===== src/inc/sat_pkg.sv =====
// sat_pkg: constants, field layouts and carrier types of the secondary
// transmit channel 4/5 slot configuration block.
// assumes: a 32-bit apb slave with 12 address bits; 32-bit sample words.
package sat_pkg;

    // register indices; the byte address on apb is four times the index
    localparam logic [7:0]  IDX_CH4   = 8'h21;
    localparam logic [7:0]  IDX_CH5   = 8'h22;
    localparam logic [7:0]  IDX_FMT   = 8'h40;
    localparam logic [7:0]  IDX_STAT  = 8'h41;
    localparam logic [11:0] ADDR_CH4  = {2'h0, IDX_CH4, 2'h0};
    localparam logic [11:0] ADDR_CH5  = {2'h0, IDX_CH5, 2'h0};
    localparam logic [11:0] ADDR_FMT  = {2'h0, IDX_FMT, 2'h0};
    localparam logic [11:0] ADDR_STAT = {2'h0, IDX_STAT, 2'h0};

    // values after reset
    localparam logic [7:0] RST_CH4 = 8'h03;
    localparam logic [7:0] RST_CH5 = 8'h04;

    // field positions
    localparam int SLOT_POS  = 0;
    localparam int SLOT_W    = 5;
    localparam int SRC_POS   = 5;
    localparam int RSV_POS   = 7;
    localparam int FMT_W     = 2;
    localparam int ST_VALID  = 5;
    localparam int ST_UNDER  = 6;

    // slot width as a power of two, and sample word width
    localparam int SLOT_LOG2 = 5;
    localparam int SAMPLE_W  = 32;
    localparam int FIFO_DEPTH = 4;

    typedef enum logic [1:0] {
        SAT_SRC_OFF = 2'b00,
        SAT_SRC_A   = 2'b01,
        SAT_SRC_B   = 2'b10,
        SAT_SRC_RSV = 2'b11
    } sat_src_t;

    typedef enum logic [1:0] {
        SAT_FMT_TDM = 2'b00,
        SAT_FMT_I2S = 2'b01,
        SAT_FMT_LJ  = 2'b10
    } sat_fmt_t;

    typedef enum logic {
        SAT_IDLE = 1'b0,
        SAT_RUN  = 1'b1
    } sat_frm_t;

    typedef struct packed {
        logic               rsvd;
        sat_src_t           src;
        logic [SLOT_W-1:0]  slot;
    } sat_cfg_t;

    // one frame's worth of source words
    typedef struct packed {
        logic [SAMPLE_W-1:0] adc4;
        logic [SAMPLE_W-1:0] temp;
        logic [SAMPLE_W-1:0] loop1;
        logic [SAMPLE_W-1:0] echo1;
    } sat_samples_t;

endpackage


===== src/sat_fifo.sv =====
// sat_fifo: small synchronous fifo with valid/ready on both sides.
// assumes: one clock, asynchronous active-low reset.
`timescale 1ns/10ps
`default_nettype none
module sat_fifo #(
    parameter int W     = 128,
    parameter int DEPTH = 4
) (
    // clock and reset
    input  wire logic         clk,
    input  wire logic         rstn,
    // filling side
    input  wire logic         in_valid,
    input  wire logic [W-1:0] in_data,
    output var  logic         in_ready,
    // draining side
    output var  logic         out_valid,
    output var  logic [W-1:0] out_data,
    input  wire logic         out_ready
);
    localparam int AW = $clog2(DEPTH);

    // pointers wrap naturally only for a power-of-two depth
    if (DEPTH < 2 || (1 << AW) != DEPTH) begin : g_bad_depth
        $error("sat_fifo depth must be a power of two of at least 2");
    end

    logic [W-1:0] mem_q [DEPTH];
    logic [AW-1:0] wr_q, rd_q;
    logic [AW:0]   cnt_q, cnt_d;
    logic          push, pop;

    assign push = in_valid & in_ready;
    assign pop  = out_valid & out_ready;
    assign cnt_d = cnt_q + (AW+1)'(push) - (AW+1)'(pop);
    assign out_data = mem_q[rd_q];

    // storage has no reset; only written words are ever read
    always_ff @(posedge clk) begin
        if (push) begin
            mem_q[wr_q] <= in_data;
        end
    end

    // pointers, fill count and registered full/empty
    always_ff @(posedge clk or negedge rstn) begin
        if (!rstn) begin
            wr_q      <= '0;
            rd_q      <= '0;
            cnt_q     <= '0;
            in_ready  <= 1'b0;
            out_valid <= 1'b0;
        end else begin
            wr_q      <= wr_q + AW'(push);
            rd_q      <= rd_q + AW'(pop);
            cnt_q     <= cnt_d;
            in_ready  <= (cnt_d != (AW+1)'(DEPTH));
            out_valid <= (cnt_d != '0);
        end
    end
endmodule // sat_fifo
`default_nettype wire


===== src/sat_top.sv =====
// sat_top: secondary audio port transmit channels 4 and 5, apb registers.
// assumes: bclk and fsync come from the host side, asynchronous to clk,
// bclk well below clk/4; samples arrive one frame set at a time.
//
// Local design decision: the APB register port.
`timescale 1ns/10ps
`default_nettype none
module sat_top #(
    parameter int SLOT_LOG2 = sat_pkg::SLOT_LOG2
) (
    // clock and reset
    input  wire logic                 clk,
    input  wire logic                 rstn,
    // apb slave
    input  wire logic                 psel,
    input  wire logic                 penable,
    input  wire logic                 pwrite,
    input  wire logic [11:0]          paddr,
    input  wire logic [31:0]          pwdata,
    output var  logic [31:0]          prdata,
    output var  logic                 pready,
    output var  logic                 pslverr,
    // sample stream, one set per frame
    input  wire logic                 smp_valid,
    input  wire sat_pkg::sat_samples_t smp_data,
    output var  logic                 smp_ready,
    // serial link pins
    input  wire logic                 bclk,
    input  wire logic                 fsync,
    output var  logic                 dout,
    output var  logic                 dout_oe_n
);
    localparam int CW = SLOT_LOG2 + 5;

    // a slot never holds more bits than a sample word supplies
    if (SLOT_LOG2 < 4 || SLOT_LOG2 > 5) begin : g_bad_slot
        $error("sat_top slot width must be 16 or 32 bits");
    end

    sat_pkg::sat_cfg_t     cfg4_q, cfg5_q;
    sat_pkg::sat_fmt_t     fmt_q;
    sat_pkg::sat_frm_t     frm_q, nfrm;
    sat_pkg::sat_samples_t cur_q, nw, fifo_data;
    logic                  fifo_valid, pop;
    logic                  under_q;
    logic [4:0]            slot_q, nslot, idx;
    logic [CW-1:0]         cnt_q, ncnt;
    logic                  half_q, nhalf, inwin;
    logic                  act4, act5, bit4, bit5;
    logic                  bclk_s1_q, bclk_s2_q, bclk_s3_q, fs_s1_q, fs_s2_q;
    logic                  rise_ev, fall_ev, fs_r_q, pend_q, start_q, st_half_q;
    logic                  start_now, start_half;
    logic                  wr_en, rd_cyc, hit;
    logic [31:0]           rdata;

    // frame-set buffer; it drains one entry per frame, so it backs up
    sat_fifo #(
        .W     ($bits(sat_pkg::sat_samples_t)),
        .DEPTH (sat_pkg::FIFO_DEPTH)
    ) u_fifo (
        .clk       (clk),
        .rstn      (rstn),
        .in_valid  (smp_valid),
        .in_data   (smp_data),
        .in_ready  (smp_ready),
        .out_valid (fifo_valid),
        .out_data  (fifo_data),
        .out_ready (pop)
    );

    // two-flop synchronisers; the third bclk flop only serves edge finding
    always_ff @(posedge clk or negedge rstn) begin
        if (!rstn) begin
            bclk_s1_q <= 1'b0;
            bclk_s2_q <= 1'b0;
            bclk_s3_q <= 1'b0;
            fs_s1_q   <= 1'b0;
            fs_s2_q   <= 1'b0;
        end else begin
            bclk_s1_q <= bclk;
            bclk_s2_q <= bclk_s1_q;
            bclk_s3_q <= bclk_s2_q;
            fs_s1_q   <= fsync;
            fs_s2_q   <= fs_s1_q;
        end
    end

    assign rise_ev = bclk_s2_q & ~bclk_s3_q;
    assign fall_ev = ~bclk_s2_q & bclk_s3_q;

    // frame start per format; i2s data lags its fsync edge by one bclk
    always_comb begin
        case (fmt_q)
            sat_pkg::SAT_FMT_I2S: begin
                start_now  = pend_q;
                start_half = fs_r_q;
            end
            sat_pkg::SAT_FMT_LJ: begin
                start_now  = fs_s2_q ^ fs_r_q;
                start_half = ~fs_s2_q;
            end
            default: begin
                start_now  = fs_s2_q & ~fs_r_q;
                start_half = 1'b0;
            end
        endcase
    end

    // fsync is sampled on bclk rising edges; start is used at next fall
    always_ff @(posedge clk or negedge rstn) begin
        if (!rstn) begin
            fs_r_q    <= 1'b0;
            pend_q    <= 1'b0;
            start_q   <= 1'b0;
            st_half_q <= 1'b0;
        end else if (rise_ev) begin
            fs_r_q  <= fs_s2_q;
            pend_q  <= fs_s2_q ^ fs_r_q;
            if (start_now) begin
                start_q   <= 1'b1;
                st_half_q <= start_half;
            end
        end else if (fall_ev) begin
            start_q <= 1'b0;
        end
    end

    // next bit position: restart at a half or frame start, else count on
    always_comb begin
        ncnt  = cnt_q;
        nhalf = half_q;
        nfrm  = frm_q;
        case (frm_q)
            sat_pkg::SAT_RUN: begin
                if (&cnt_q) begin
                    nfrm = sat_pkg::SAT_IDLE;
                end else begin
                    ncnt = cnt_q + CW'(1);
                end
            end
            default: ;
        endcase
        if (start_q) begin
            ncnt  = '0;
            nhalf = st_half_q;
            nfrm  = sat_pkg::SAT_RUN;
        end
    end

    // a new sample set is taken at the left-half or tdm frame start
    assign pop = fall_ev & start_q & ~st_half_q & fifo_valid;
    assign nw  = (start_q & ~st_half_q) ? (fifo_valid ? fifo_data : '0) : cur_q;

    // slot mapping
    // tdm uses 32 slots; i2s/lj use 16 per half, the half gives bit 4
    always_comb begin
        if (fmt_q == sat_pkg::SAT_FMT_I2S || fmt_q == sat_pkg::SAT_FMT_LJ) begin
            nslot = {nhalf, ncnt[CW-2:SLOT_LOG2]};
            inwin = ~ncnt[CW-1];
        end else begin
            nslot = ncnt[CW-1:SLOT_LOG2];
            inwin = 1'b1;
        end
    end

    // msb first; a 16-bit slot carries the upper half of the word
    assign idx = 5'(sat_pkg::SAMPLE_W - 1) - 5'(ncnt[SLOT_LOG2-1:0]);

    // source enable
    // selector zero, and the reserved value, leave the channel silent
    assign act4 = (nfrm == sat_pkg::SAT_RUN) & inwin & (nslot == cfg4_q.slot)
                & (cfg4_q.src == sat_pkg::SAT_SRC_A || cfg4_q.src == sat_pkg::SAT_SRC_B);
    assign act5 = (nfrm == sat_pkg::SAT_RUN) & inwin & (nslot == cfg5_q.slot)
                & (cfg5_q.src == sat_pkg::SAT_SRC_A || cfg5_q.src == sat_pkg::SAT_SRC_B);

    assign bit4 = (cfg4_q.src == sat_pkg::SAT_SRC_A) ? nw.adc4[idx] : nw.temp[idx];
    assign bit5 = (cfg5_q.src == sat_pkg::SAT_SRC_A) ? nw.loop1[idx] : nw.echo1[idx];

    // pin drive
    // data changes on bclk fall; channel 4 wins if both share a slot
    always_ff @(posedge clk or negedge rstn) begin
        if (!rstn) begin
            dout      <= 1'b0;
            dout_oe_n <= 1'b1;
            cnt_q     <= '0;
            half_q    <= 1'b0;
            frm_q     <= sat_pkg::SAT_IDLE;
            slot_q    <= '0;
            cur_q     <= '0;
        end else if (fall_ev) begin
            dout      <= act4 ? bit4 : (act5 & bit5);
            dout_oe_n <= ~(act4 | act5);
            cnt_q     <= ncnt;
            half_q    <= nhalf;
            frm_q     <= nfrm;
            slot_q    <= nslot;
            cur_q     <= nw;
        end
    end

    // apb: one wait state, so every access takes three cycles including setup
    assign rd_cyc = psel & penable & ~pready;
    assign wr_en  = psel & penable & pready & pwrite;

    // read decode; unmapped addresses answer with an error and zero
    always_comb begin
        rdata = '0;
        hit   = 1'b1;
        if (paddr == sat_pkg::ADDR_CH4) begin
            rdata[7:0] = cfg4_q;
        end else if (paddr == sat_pkg::ADDR_CH5) begin
            rdata[7:0] = cfg5_q;
        end else if (paddr == sat_pkg::ADDR_FMT) begin
            rdata[sat_pkg::FMT_W-1:0] = fmt_q;
        end else if (paddr == sat_pkg::ADDR_STAT) begin
            rdata[sat_pkg::SLOT_W-1:0] = slot_q;
            rdata[sat_pkg::ST_VALID]   = fifo_valid;
            rdata[sat_pkg::ST_UNDER]   = under_q;
        end else begin
            hit = 1'b0;
        end
    end

    // bus answer registers
    always_ff @(posedge clk or negedge rstn) begin
        if (!rstn) begin
            pready  <= 1'b0;
            pslverr <= 1'b0;
            prdata  <= '0;
        end else begin
            pready  <= rd_cyc;
            pslverr <= rd_cyc & ~hit;
            if (rd_cyc) begin
                prdata <= pwrite ? '0 : rdata;
            end
        end
    end

    // reserved bit is read-only zero, written data is dropped
    always_ff @(posedge clk or negedge rstn) begin
        if (!rstn) begin
            cfg4_q <= sat_pkg::RST_CH4;
            cfg5_q <= sat_pkg::RST_CH5;
            fmt_q  <= sat_pkg::SAT_FMT_TDM;
        end else if (wr_en) begin
            if (paddr == sat_pkg::ADDR_CH4) begin
                cfg4_q <= {1'b0, pwdata[sat_pkg::RSV_POS-1:0]};
            end else if (paddr == sat_pkg::ADDR_CH5) begin
                cfg5_q <= {1'b0, pwdata[sat_pkg::RSV_POS-1:0]};
            end else if (paddr == sat_pkg::ADDR_FMT) begin
                fmt_q <= sat_pkg::sat_fmt_t'(pwdata[sat_pkg::FMT_W-1:0]);
            end
        end
    end

    // underrun flag: a frame started with no sample set; set beats clear
    always_ff @(posedge clk or negedge rstn) begin
        if (!rstn) begin
            under_q <= 1'b0;
        end else if (fall_ev & start_q & ~st_half_q & ~fifo_valid) begin
            under_q <= 1'b1;
        end else if (wr_en && paddr == sat_pkg::ADDR_STAT && pwdata[sat_pkg::ST_UNDER]) begin
            under_q <= 1'b0;
        end
    end

    // checks
    logic seen_q;
    always_ff @(posedge clk or negedge rstn) begin
        if (!rstn) begin
            seen_q <= 1'b0;
        end else begin
            seen_q <= 1'b1;
        end
    end
endmodule // sat_top
`default_nettype wire


===== config.mk =====
export PLATFORM = sky130hd
export DESIGN_NAME = sat_top
export DESIGN_NICKNAME = d
export VERILOG_FILES = /design/src/inc/sat_pkg.sv /design/src/sat_fifo.sv /design/src/sat_top.sv
export SDC_FILE = /design/constraint.sdc
export NUM_CORES = 1
export LEC_CHECK = 0
export ABC_AREA = 1
export BUFFER_PORTS_ARGS = -buffer_cell sky130_fd_sc_hd__buf_2
export CORE_ASPECT_RATIO = 0.75
export CORE_MARGIN = 1.5
export CORE_UTILIZATION = 25
export DETAILED_ROUTE_END_ITERATION = 10
export SYNTH_ARGS = -nofsm -noshare
export SYNTH_HDL_FRONTEND = slang
export SYNTH_SLANG_ARGS = --single-unit

===== constraint.sdc =====
create_clock -name clk -period 13.7 [get_ports clk]
set_input_delay 0 -clock clk [delete_from_list [all_inputs] [get_ports clk]]
set_output_delay 0 -clock clk [all_outputs]
set_load 0.02 [all_outputs]

---- After elaboration in Yosys (flattened, before gate mapping) ----
Memories as Yosys holds them, arrays and structs flattened.
Cells that the tools add are included.
storage, ports and cells
  register bits after elaboration ......... 216
  logic and storage cells ................. 145
  memories kept ........................... 1
  input bits .............................. 180
  output and inout bits ................... 37
  bits in writable memories ............... 512
memories
  name          words  width  rd ports  clocked after Yosys merged registers in  write ports  RTL line        RTL
  u_fifo.mem_q  4      128    1         0                                        1            sat_fifo.sv:28  logic [W-1:0] mem_q [DEPTH];
operators by class
  reductions and logical operators ........ 14
  order comparisons ....................... 1
  bitwise logic cells ..................... 35
  add/sub/neg operators ................... 6
  eq/ne operators ......................... 14
  multiplexer cells ....................... 41
operator list
  operator                 count
  $mux W128                2
  $mux W10                 3
  $eq A12 B8 Y1 const B    2
  $eq A12 B9 Y1 const B    2
  $mux W1                  23
  $and A1 B1 Y1            21
  $mux W7                  3
  $bmux W1 S5              4
  $not A1 Y1               12
  $add A10 B1 Y10 const B  1
  $eq A5 B5 Y1             2
  $mux W5                  2
  $reduce_and A10 Y1       1
  $mux W8                  1
  $eq A2 B1 Y1 const B     3
  $eq A2 B2 Y1 const B     3
  $lt A5 B6 Y1 const B     1
  $reduce_and A2 Y1        3
  $sub A5 B5 Y5 const A    1
  $add A2 B1 Y2            2
  $pmux W1 S2              2
  $reduce_and A4 Y1        1
  $reduce_bool A2 Y1       2
  $add A3 B1 Y3            1
  other kinds (10)         13

---- Logic depth before layout (Yosys ltp) ----
  word-level depth ........................ 11
  gate-level depth with buffers ........... 20
  gate-level depth less buffers ........... 19

---- Cells and area by module ----
A second synthesis with hierarchy kept.
unflattened totals
  cell total of the unflattened synthesis .. 3010
  area, all modules ....................... 31353.8 µm²
by module, submodules not included
  module    cells an instance  times used  area each (µm²)  sequential area each (µm²)
  sat_fifo  1536               1           20822.5          15600.0
  sat_top   1474               1           10531.4          4459.3

---- Least setup slack after synthesis ----
OpenSTA, ideal clock, no wires.
  path type ............................... reg-to-reg
  from .................................... register u_fifo.in_ready
  to ...................................... memory u_fifo.mem_q[0][0] (enable)
  data arrival time ....................... 9.233 ns
  slack ................................... 3.694 ns
  cell stages (with the launch flop) ...... 3
  setup time .............................. 0.772 ns
  clock period less this slack ............ 10.006 ns
  path buffers ............................ 0
  required time ........................... 12.928 ns
  path through ............................ dfrtp_1 -> nand2_1 -> nor3_1
on the way
  word-level cells in the longest chain between the ends .. 3
ends and longest elaborated chain
  element                        RTL line        RTL
  from (decl)                    sat_fifo.sv:15  output var logic in_ready,
  from (signal assigned)         sat_fifo.sv:57  in_ready <= (cnt_d != (AW+1)'(DEPTH));
  $and A1 B1 Y1                  sat_fifo.sv:33  assign push = in_valid & in_ready;
  $mux W1                        sat_fifo.sv:40  if (push) begin
  $mux W1 (not written as such)  sat_fifo.sv:41  mem_q[wr_q] <= in_data;
  to (decl)                      sat_fifo.sv:28
No other way between the ends.

---- Worst setup path after layout ----
  from .................................... register u_fifo.rd_q[0]
  to ...................................... register dout
on the way
  word-level cells in the longest chain between the ends .. 8
  elaborated cells on any way between the ends .. 15
  classes of those cells .................. mux: 13; bitwise: 1; memory: 1
ends and longest elaborated chain
  element                        RTL line        RTL
  from (decl)                    sat_fifo.sv:29  logic [AW-1:0] wr_q, rd_q;
  from (signal assigned)         sat_fifo.sv:55  rd_q <= rd_q + AW'(pop);
  $mem_v2 Z4 W128 *              --
  $mux W128 * (2 in series)      sat_top.sv:152  assign nw = (start_q & ~st_half_q) ? (fifo_valid ? fifo_data : '0) : cur_q;
  $bmux W1 S5                    sat_top.sv:177  assign bit5 = (cfg5_q.src == sat_pkg::SAT_SRC_A) ? nw.loop1[idx] : nw.echo1[idx];
  $mux W1 (not written as such)  sat_top.sv:177
  $mux W1                        sat_top.sv:177
  $and A1 B1 Y1                  sat_top.sv:191  dout <= act4 ? bit4 : (act5 & bit5);
  $mux W1 *                      sat_top.sv:191
  to (signal assigned)           sat_top.sv:191
  to (decl)                      sat_top.sv:30   output var logic dout,
Mark *: on every way between the ends. The rest lies on a longest branch, timed or not. The select of a mux whose other input is x is not followed.
A chain may end at the register's enable or synchronous reset.

==> flow_summary.toml <==
[route]
avgViaCountPerCell = 4.515
vias = 21220
drt-pass1-iter-count = 5
wirelength_um = 82620
wl_per_cell_um = 17.58
drc = 0
drtIter0Drc = 1574
antenna_left = 0

[floorplanning]
rows = 109
start_util = 0.2526
die_h_um = 302.2
die_w_um = 401.9
core_area_mm2 = 0.1181
die_area_mm2 = 0.1214
ios = 217

[critical_path]
r2r-start = "u_fifo.rd_q[0]"
worst-path-max-fanout = 72
crit_chain = "inv_6 > buf_4 > buf_4 > nor2_1 > o21ai_0 > nand2_1 > o21ai_0 > nand2_1 > nand3_1 > nand3_1 > nand3_1 > nand3_1 > nand3_1 > nand3_1 > nand2_1 > nand2_1 > nand2_1"
startpoint = "u_fifo.rd_q[0]"
r2r_end = "dout"
rr_worst_depth = 17
critical-path-max-stage-delay_ns = 0.73
criticalPathCategory = "register to register"
arrival_ns = 5.12
crit_required_ns = 14.27
cp-end-kind = "register"
regToRegSetupSlack_ns = 9.15
startpoint_type = "register"
crit_end = "dout"
cp_common_cell = "nand3_1"
cp_slowest_cell = "dfrtp_4"

[yosys]
synth_flop_cell = "edfxtp_1"
syn_inst = 2823
yosysTopAreaCellShare = 0.5154
ys_ff_latch = 699
synthMuxAreaShare = 0
synth_edf_count = 512
async_flop_share = 0.2675
syn_area_mm2 = 0.02983
synth-xor-area-share = 0.002349
synth_top_family_by_area = "simple AND/OR/NAND/NOR gates"
netlist.top_cell.by_area = "edfxtp_1"
ys_warn_count = 0
synth-simple-area-share = 0.1534
synthAdderAreaFrac = 0.004865
synth.most_common_cell = "edfxtp_1"
synth-compound-area-share = 0.1106
ys_seq_area_frac = 0.6724
ys_top_cells_by_count = "edfxtp_1 (512), nor2_1 (463), nand2_1 (452), o21ai_0 (364), dfrtp_1 (183)"
syn_area_per_cell_um2 = 10.57
yosys-top-cells-area = "edfxtp_1 (52%), dfrtp_1 (15%), o21ai_0 (6.1%)"
synth_cell_types = 44

[timing]
slew_viol_final = 0
fin_ws_ns = 9.147
worst_slew_pin_slew_ns = 1.214
hold_viol = 0
setup_tns_ns = 0
setup_viol = 0
finalCritPeriodShare = 0.3323
min_period_ns = 4.553
fmax_mhz = 219.6
max_slew_margin = 0.1905
grt_setup_unrepaired = "no"
worst_clock_skew_ns = 0.02953

[clock_tree]
clk_path_buf_depth = 3
cts_tree = "built"
path_clk_slew_ns = 0.06
cts_made_buffers = 77
cts_sinks = 699
cts-root-buf = "clkbuf_16"
clk_latency_ns = 0.63
cts-resized-gates = 0
h-tree-depth = 3

[layout]
drive_gt1_frac = 0.1095
finalInstanceArea_mm2 = 0.03614
num-fill-cells = 12040
layout-area-overhead-vs-synth_pct = 21.14
fin_util = 0.3060
fin_nets = 3272
ff_latch_area_mm2 = 0.02007
multiInputGateArea_mm2 = 0.008224

[place]
globalplace.congestion = 0.7865
hpwl_um = 48740
numPortBuffers = 166
place_ws_ns = 9.165
placed_area_mm2 = 0.03204

[grt]
grt_overflow = 0
grt_pass1_vias = 20510
grt_max_degree = 200
grt_use_total = 0.1346
grt_pass1_wl_um = 127100
antenna_found_initial = 17

[power_and_ir_drop]
leakage_uw = 0.01366
p_per_area_mw_per_mm2 = 200.7
ir_drop_uv = 130.8
power.total_uw = 7254

[run_status]
status = "completed"

[job]
maxCapViolCount = 0

[min_path]
hold_class = "input port to register"
-- per-stage QoR --
| stage | hold WS, ns | instances |
|---|---|---|
| 3_5_place_dp | 0.06482 | 4400 |
| 4_1_cts | 0.004636 | 4696 |
| 2_1_floorplan | -0.2956 | 2847 |
| 3_3_place_gp | 0.06851 | 4400 |
| 5_1_grt | 0.08442 | 4699 |
| 6_report | 0.06420 | 4699 |
-- power breakdown --
group	total (uW)	internal [uW]	switching (uW)	leakage, uW
Clock	2080	1230	846	0.00123
Combinational	2210	660	1550	0.00537
Sequential	2960	2790	171	0.00706
Total	7250	4680	2570	0.0137
-- worst min path at each step --
stage / cells past startpoint / endpoint / from / slack (ns)
4_1_cts: 6 / prdata[6] / paddr[7] / 0.005
5_1_grt: 6 / prdata[6] / paddr[7] / 0.08
6_report: 7 / prdata[6] / paddr[10] / 0.06
2_1_floorplan: 0 / bclk_s1_q / rstn / -0.30
3_3_place_gp: 1 / pready / rstn / 0.07
3_5_place_dp: 1 / prdata[1] / rstn / 0.06
-- cell families after synthesis --
family,after synthesis
flip-flops,699
XOR/XNOR,8
adder cells (fa/ha/maj),11
AND/OR/NAND/NOR,1118
buffers and inverters,383
AO/OA/AOI/OAI,603
other,1
-- worst max-delay path: cells and delay by family (launching register included) --
kind | cells | cell delay [ns]
AO/OA/AOI/OAI | 2 | 0.78
AND/OR/NAND/NOR | 12 | 1.10
flip-flops | 1 | 0.73
buffers and inverters | 3 | 1.79
-- placed cells by master (no fill, tap or decap), types with 6 or more instances in the layout --
| cell type | count |
|---|---|
| a32o_1 | 18 |
| ha_1 | 10 |
| o211ai_1 | 10 |
| a21boi_1 | 7 |
| o22ai_1 | 102 |
| xor2_1 | 6 |
| dlygate4sd3_1 | 156 |
| bufinv_16 | 7 |
| conb_1 | 25 |
| nand4_1 | 23 |
| clkinv_2 | 13 |
| buf_2 | 165 |
| clkbuf_8 | 8 |
| dfrtp_1 | 181 |
| o21ai_1 | 68 |
| inv_2 | 7 |
| buf_4 | 21 |
| a21oi_1 | 27 |
| clkbuf_16 | 79 |
| clkbuf_1 | 15 |
| inv_1 | 179 |
| nor2_1 | 461 |
| o21ai_0 | 364 |
| edfxtp_1 | 512 |
| nand3_1 | 148 |
| nand3_2 | 6 |
| nand2_1 | 452 |
| clkinv_1 | 12 |
-- sequential cells by signal, indices dropped and copies added (netlist names), 2 cells and up --
register and flops:
cfg4_q 7, slot_q 5, u_fifo.rd_q 2, u_fifo.wr_q 2
prdata 7, u_fifo.mem_q 512, u_fifo.cnt_q 3, cur_q 128
cfg5_q 7, fmt_q 2, cnt_q 6
-- layout make-up --
| cell class | count | area share |
|---|---|---|
| flip-flops and latches | 699 | 0.5553 |
| multi-input cells | 1765 | 0.2276 |
| repair buffers | 347 | 0.07302 |
| clock buffers | 101 | 0.05893 |
| well taps | 1554 | 0.05380 |
| inverters | 191 | 0.02008 |
| clock inverters | 39 | 0.01108 |
| diodes | 3 | 0.0002077 |
-- metal layers --
| layer | wire [um] | vias to the layer above | GRT usage |
|---|---|---|---|
| met4 | 1537 | 18 | 0.03039 |
| met5 | 113 | - | 0 |
| met2 | 38330 | 511 | 0.2186 |
| met3 | 4545 | 120 | 0.02744 |
| met1 | 38090 | 10350 | 0.1852 |
| li1 | - | 10220 | - |
-- timing repair --
item | CTS | global route
hold buffers | 156 | 0
buffers inserted | 0 | 0
endpoints found under the hold margin | 613 | 0
(Power assumes the default switching activity.)
